===== src/pkg/pitmr_params.svh =====
// register offsets, reset values and widths of the interval timer
// assumes inclusion by bare name from the design, the checker and the bench
`ifndef PITMR_PARAMS_SVH
`define PITMR_PARAMS_SVH
`define PITMR_ADDR_W 4
`define PITMR_OFF_COUNT 4'h0
`define PITMR_OFF_PERIOD 4'h1
`define PITMR_OFF_SCALE 4'h2
`define PITMR_OFF_CTRL 4'h3
`define PITMR_OFF_STATUS 4'h4
`define PITMR_OFF_MASK 4'h5
`define PITMR_CTRL_EN_BIT 0
`define PITMR_RST_COUNT 16'h0000
`define PITMR_RST_PERIOD 16'h0000
`define PITMR_RST_SCALE 8'h00
`endif


===== src/pkg/pitmr_pkg.sv =====
// types shared by the interval timer design
// assumes pitmr_params.svh on the include path
`default_nettype none
package pitmr_pkg;
  typedef logic [15:0] pitmr_word_t;
  typedef logic [7:0] pitmr_scale_t;
endpackage : pitmr_pkg
`default_nettype wire


===== src/rtl/pitmr_top.sv =====
// prescaled interval timer: 16-bit down-counter, 8-bit prescaler, auto-reload
// assumes a single-cycle register port master on sys_clk, synchronous reset
`default_nettype none
`include "pitmr_params.svh"
module pitmr_top
  import pitmr_pkg::*;
(
  input wire logic sys_clk,
  input wire logic rst,
  input wire logic [`PITMR_ADDR_W-1:0] reg_addr,
  input wire logic [15:0] reg_wdata,
  input wire logic reg_wr,
  input wire logic reg_rd,
  output logic [15:0] reg_rdata,
  output logic irq
);
  ////////////////////////////////////////////////////////////////////////////
  // register state and next values
  pitmr_word_t timer_count_value_q;
  pitmr_word_t timer_count_value_d;
  pitmr_word_t timer_reload_period_q;
  pitmr_word_t timer_reload_period_d;
  pitmr_scale_t timer_prescale_divisor_q;
  pitmr_scale_t timer_prescale_divisor_d;
  pitmr_scale_t prescale_cnt_q;
  pitmr_scale_t prescale_cnt_d;
  logic enable_q;
  logic enable_d;
  logic status_q;
  logic status_d;
  logic mask_q;
  logic mask_d;
  logic irq_d;
  pitmr_word_t reg_rdata_d;

  ////////////////////////////////////////////////////////////////////////////
  // decoded strobes and timer events
  logic tick;
  logic zero_evt;
  logic wr_count;
  logic wr_period;
  logic wr_scale;
  logic wr_ctrl;
  logic wr_mask;
  logic rd_status;

  ////////////////////////////////////////////////////////////////////////////
  // helpers
  function automatic logic hit(input logic [`PITMR_ADDR_W-1:0] a, input logic [`PITMR_ADDR_W-1:0] off);
    hit = (a == off);
  endfunction : hit

  function automatic pitmr_word_t pad_bit(input logic b);
    pad_bit = {15'h0000, b};
  endfunction : pad_bit

  function automatic pitmr_word_t pad_scale(input pitmr_scale_t s);
    pad_scale = {8'h00, s};
  endfunction : pad_scale

  // count at one: the next tick reloads the period instead of stepping to zero
  function automatic logic is_last(input pitmr_word_t c);
    is_last = (c == 16'h0001);
  endfunction : is_last

  // zero is also reloaded, so a stalled zero sticks only while the period is zero
  function automatic logic needs_reload(input pitmr_word_t c);
    needs_reload = is_last(c) || (c == 16'h0000);
  endfunction : needs_reload

  ////////////////////////////////////////////////////////////////////////////
  // register port decode
  assign wr_count = reg_wr && hit(reg_addr, `PITMR_OFF_COUNT);
  assign wr_period = reg_wr && hit(reg_addr, `PITMR_OFF_PERIOD);
  assign wr_scale = reg_wr && hit(reg_addr, `PITMR_OFF_SCALE);
  assign wr_ctrl = reg_wr && hit(reg_addr, `PITMR_OFF_CTRL);
  assign wr_mask = reg_wr && hit(reg_addr, `PITMR_OFF_MASK);
  assign rd_status = reg_rd && hit(reg_addr, `PITMR_OFF_STATUS);

  // tick once every n+1 cycles: divisor 0 means every cycle
  assign tick = enable_q && (prescale_cnt_q == 8'h00);
  // a count write overrides the tick of that cycle
  assign zero_evt = tick && !wr_count && is_last(timer_count_value_q);

  ////////////////////////////////////////////////////////////////////////////
  // prescaler
  always_comb begin
    prescale_cnt_d = prescale_cnt_q - 8'h01;
    if (wr_scale) begin
      prescale_cnt_d = reg_wdata[7:0];
    end else if (!enable_q || tick) begin
      prescale_cnt_d = timer_prescale_divisor_q;
    end
  end

  always_ff @(posedge sys_clk) begin
    if (rst) begin
      prescale_cnt_q <= `PITMR_RST_SCALE;
    end else begin
      prescale_cnt_q <= prescale_cnt_d;
    end
  end

  ////////////////////////////////////////////////////////////////////////////
  // down-counter with auto-reload
  always_comb begin
    timer_count_value_d = timer_count_value_q;
    if (wr_count) begin
      timer_count_value_d = reg_wdata;
    end else if (tick) begin
      if (needs_reload(timer_count_value_q)) begin
        timer_count_value_d = timer_reload_period_q;
      end else begin
        timer_count_value_d = timer_count_value_q - 16'h0001;
      end
    end
  end

  always_ff @(posedge sys_clk) begin
    if (rst) begin
      timer_count_value_q <= `PITMR_RST_COUNT;
    end else begin
      timer_count_value_q <= timer_count_value_d;
    end
  end

  ////////////////////////////////////////////////////////////////////////////
  // period register
  always_comb begin
    timer_reload_period_d = timer_reload_period_q;
    if (wr_period) begin
      timer_reload_period_d = reg_wdata;
    end
  end

  always_ff @(posedge sys_clk) begin
    if (rst) begin
      timer_reload_period_q <= `PITMR_RST_PERIOD;
    end else begin
      timer_reload_period_q <= timer_reload_period_d;
    end
  end

  ////////////////////////////////////////////////////////////////////////////
  // prescale divisor register
  always_comb begin
    timer_prescale_divisor_d = timer_prescale_divisor_q;
    if (wr_scale) begin
      timer_prescale_divisor_d = reg_wdata[7:0];
    end
  end

  always_ff @(posedge sys_clk) begin
    if (rst) begin
      timer_prescale_divisor_q <= `PITMR_RST_SCALE;
    end else begin
      timer_prescale_divisor_q <= timer_prescale_divisor_d;
    end
  end

  ////////////////////////////////////////////////////////////////////////////
  // control: run enable
  always_comb begin
    enable_d = enable_q;
    if (wr_ctrl) begin
      enable_d = reg_wdata[`PITMR_CTRL_EN_BIT];
    end
  end

  always_ff @(posedge sys_clk) begin
    if (rst) begin
      enable_q <= 1'b0;
    end else begin
      enable_q <= enable_d;
    end
  end

  ////////////////////////////////////////////////////////////////////////////
  // interrupt mask
  always_comb begin
    mask_d = mask_q;
    if (wr_mask) begin
      mask_d = reg_wdata[0];
    end
  end

  always_ff @(posedge sys_clk) begin
    if (rst) begin
      mask_q <= 1'b0;
    end else begin
      mask_q <= mask_d;
    end
  end

  ////////////////////////////////////////////////////////////////////////////
  // sticky event; a new event beats the read-clear
  always_comb begin
    status_d = status_q;
    if (zero_evt) begin
      status_d = 1'b1;
    end else if (rd_status) begin
      status_d = 1'b0;
    end
  end

  always_ff @(posedge sys_clk) begin
    if (rst) begin
      status_q <= 1'b0;
    end else begin
      status_q <= status_d;
    end
  end

  ////////////////////////////////////////////////////////////////////////////
  // level interrupt, registered so the pin comes from a flop
  always_comb begin
    irq_d = status_d && mask_d;
  end

  always_ff @(posedge sys_clk) begin
    if (rst) begin
      irq <= 1'b0;
    end else begin
      irq <= irq_d;
    end
  end

  ////////////////////////////////////////////////////////////////////////////
  // read data: valid one cycle after the strobe, zero otherwise
  always_comb begin
    reg_rdata_d = 16'h0000;
    if (reg_rd) begin
      unique case (reg_addr)
        `PITMR_OFF_COUNT: reg_rdata_d = timer_count_value_q;
        `PITMR_OFF_PERIOD: reg_rdata_d = timer_reload_period_q;
        `PITMR_OFF_SCALE: reg_rdata_d = pad_scale(timer_prescale_divisor_q);
        `PITMR_OFF_CTRL: reg_rdata_d = pad_bit(enable_q);
        `PITMR_OFF_STATUS: reg_rdata_d = pad_bit(status_q);
        `PITMR_OFF_MASK: reg_rdata_d = pad_bit(mask_q);
        default: reg_rdata_d = 16'h0000;
      endcase
    end
  end

  always_ff @(posedge sys_clk) begin
    if (rst) begin
      reg_rdata <= 16'h0000;
    end else begin
      reg_rdata <= reg_rdata_d;
    end
  end

  ////////////////////////////////////////////////////////////////////////////
  // unused write data bits above the widest field are ignored by design;
  // unmapped indices read zero and swallow writes
endmodule : pitmr_top
`default_nettype wire


===== config.mk =====
export PLATFORM = sky130hd
export DESIGN_NAME = pitmr_top
export DESIGN_NICKNAME = d
export VERILOG_FILES = /design/src/pkg/pitmr_pkg.sv /design/src/rtl/pitmr_top.sv
export VERILOG_INCLUDE_DIRS = /design/src /design/src/pkg
export SDC_FILE = /design/constraint.sdc
export NUM_CORES = 1
export LEC_CHECK = 0
export BUFFER_PORTS_ARGS = -buffer_cell sky130_fd_sc_hd__buf_2
export CORE_MARGIN = 2
export CORE_UTILIZATION = 30
export DETAILED_ROUTE_END_ITERATION = 8
export SLEW_MARGIN = 10
export SYNTH_ARGS = -nofsm -noshare
export SYNTH_HDL_FRONTEND = slang
export SYNTH_SLANG_ARGS = --single-unit
export TNS_END_PERCENT = 10

===== constraint.sdc =====
create_clock -name sys_clk -period 2.4 [get_ports sys_clk]
set_clock_uncertainty 0.1 [all_clocks]
set_input_delay 0.24 -clock sys_clk [delete_from_list [all_inputs] [get_ports sys_clk]]
set_output_delay 0.24 -clock sys_clk [all_outputs]
set_load 0.005 [all_outputs]

==> results.md <==
* Top Ports at between 40 and 50
* CTS Buf Count at 9
* GRT Resource Usage Total at 17.0%
* Post-synthesis cell area at about 3400 µm²
* Yosys top cell area share at between 40 and 50%
* Power Density at 637 nW/µm²
* Period minus WS final at 2.24 ns
* Worst Path Class, Setup: flip-flop to flip-flop
* Routed wire length at 9570 µm
* DR pass1 iterations at 7
* GP Congestion at between 0.8 and 0.9
* Hold Violations, Final at 0
* Crit-path max FO at 9
* Initial Utilization at 30.9%
* Max_cap viols at 0
* Worst min path class: input pin to flip-flop
* Final Max Tran Viols at 0
* Worst rel slew slack at between 50% and 60%
* H-Tree Level Count at 3
* Total congestion overflow at 0
* Setup TNS at 0 ns
* Core ar. at 10,900 µm²
* CTS Hold Bufs at 0
* Synth Register Bits at 68
* Filler cell count at 1,126
* Num rows at 38
* CP Launch Type: flip-flop
* First-pass GRT wire length at 15,500 µm
* Post-CTS Resized at 0
* Worst Path Buf+Inv at 0
* Post-route insts no fill at 592
* Setup slack at placement at 0.172 ns
* Status: completed
* Required time worst endpoint at 2.59 ns
* Die area at approximately 12,000 µm²
* Cells after Synth at roughly 400
* Slew of the pin with the lowest slew margin at roughly 0.64 ns
* Final worst-path cycle share at 93.4%
* Die span in y at 110 µm
* Clock tree buffer depth at 2
* Pleak at 0.00153 µW
* Largest area contributor in the netlist: dfxtp_1
* Initial antenna violation count at 0
* RSZ-0062 raised after global routing: false
* Synth Net Count at 428
* Top-count cell post-synth: dfxtp_1
* PnR worst setup slack at 0.159 ns
* Largest net degree at the start of global routing at 38
* Post-CTS Setup Inserts at 0
* Worst path max stage delay at 0.52 ns
* Crit path max-delay family: simple AND/OR/NAND/NOR gates
* Vias per cell at 5.30
* Antenna cell count at 0
* Cell with the largest stage delay on the worst path: or4_4
* Vias in the first global route at 3,054
* Routed Antenna Nets at 0
* Arrival time at the worst endpoint at about 2.4 ns
* Cells along the critical path: nor4_1 -> nand4b_2 -> or4_4 -> a221o_1 -> a211oi_2
* YS warnings at 0
* Root Driver: clkbuf_8
* Via count at 3,136
* Final setup vio count at 0
* DR WL/cell at approximately 16 µm
* Endpoint class of the critical path: flip-flop
* Sequential share of the synthesized area at 40.4%
* Max VDD drop at 225 µV
* Worst-path clk slew at about 0.080 ns
* Ys flop type: dfxtp_1
* Commonest cells in the netlist: 68 x dfxtp_1, 62 x nand2_1, 39 x nor2_1
* P&R area growth vs syn at 19.5%
* Placed cells at around 580
* Synth async-reset ratio at 0%
* CTS tree: built
* Top post-synthesis cells by area: dfxtp_1 40%, nand2_1 6.9%, a21oi_1 5.4%
* Nets at 476
* DRC violations left at 0
* Fmax at roughly 450 MHz
* Clock Latency Late Sink at around 0.37 ns
* Width of the die at 110 µm
* CTS Sinks at approximately 70
* Layout cells sized above 1 at 20.8%
* Synth unique cells at 56
* Port Buf Inserts at 40
* Initial DRC Count at ~250
* EDFF count, synth at 0
* Syn_area_per_cell at approximately 8.4 µm²
* DP Wirelength at 6770 µm
cell families after synthesis:
| family | after synthesis | synth area share (%) |
|---|---|---|
| flip-flops | 68 | 40.4 |
| XOR/XNOR | 16 | 4.16 |
| adder cells (fa/ha/maj) | 5 | 1.86 |
| multiplexers | 10 | 3.20 |
| AO/OA/AOI/OAI | 110 | 22.5 |
| buffers and inverters | 36 | 4.87 |
| AND/OR/NAND/NOR | 154 | 22.9 |
registers in the layout, summed over array words and instances, names as in the netlist:
register                  flops
timer_count_value_q          16
mask_q                        1
timer_reload_period_q        16
irq                           1
prescale_cnt_q                8
reg_rdata                    16
status_q                      1
timer_prescale_divisor_q      8
enable_q                      1
cells in the final DEF, fill, tap and decap left out, types with 4 or more instances in the layout:
master / n
a211o_1: 4
a21oi_1: 36
a222oi_1: 7
a22o_1: 6
a22oi_1: 15
a32oi_1: 5
buf_2: 40
buf_4: 23
clkbuf_8: 10
dfxtp_1: 68
ha_1: 5
inv_1: 10
mux2i_1: 7
nand2_1: 62
nand2b_1: 4
nand3_1: 6
nor2_1: 39
nor2b_1: 6
nor3_1: 6
o21ai_0: 13
o22ai_1: 4
or2_2: 4
xnor2_1: 10
xor2_1: 6
final cells by class:
type / count / area (µm²) / share of cell area (%)
multi-input cells: 295 / 1850 / 46.0
flip-flops and latches: 68 / 1360 / 33.9
repair buffers: 63 / 373 / 9.27
well taps: 140 / 175 / 4.36
clock buffers: 11 / 141 / 3.52
clock inverters: 5 / 85.1 / 2.12
inverters: 10 / 37.5 / 0.933
report_power, final:
part / internal (µW) / switching (µW)
registers: 1140 / 16.0
logic: 146 / 181
clock network: 617 / 459
total: 1900 / 656
per-layer routing:
layer | GRT usage (%) | vias to the layer above | share of wire (%)
met1 | 21.5 | 1483 | 46
met2 | 27.3 | 102 | 46
met3 | 4.33 | 17 | 6.6
li1 | - | 1534 | -
met5 | 0 | - | 0
met4 | 6.87 | 0 | 2.0
worst paths after layout:
kind,endpoint,slack [ns],depth (start not counted),startpoint
worst max-delay path,timer_count_value_q[6]$_SDFFE_PP0P_,0.16,5,timer_count_value_q[9]$_SDFFE_PP0P_
worst min-delay path,timer_reload_period_q[12]$_SDFFE_PP0P_,0.02,3,reg_wdata[12]
worst max register to register,timer_count_value_q[6]$_SDFFE_PP0P_,0.16,5,timer_count_value_q[9]$_SDFFE_PP0P_
worst min register to register,timer_reload_period_q[5]$_SDFFE_PP0P_,0.37,2,timer_reload_period_q[5]$_SDFFE_PP0P_
metrics by stage:
stage / total power (µW) / utilization [%] / instance area [µm²] / hold slack (ns)
3_3_place_gp: 1500 / 34.9 / 3790 / 0.362
6_report: 2560 / 36.9 / 4020 / 0.0219
2_1_floorplan: 1410 / - / 3370 / 0.276
3_5_place_dp: 1510 / 34.9 / 3790 / 0.365
4_1_cts: 2580 / 36.9 / 4020 / 0.0128
5_1_grt: 2660 / 36.9 / 4020 / 0.0294
worst min-delay path: cells and delay by family:
| family | cells | cell delay (ns) |
|---|---|---|
| simple gates | 1 | 0.05 |
| compound gates | 1 | 0.05 |
| buf+inv | 1 | 0.11 |
(Power assumes the default switching activity.)
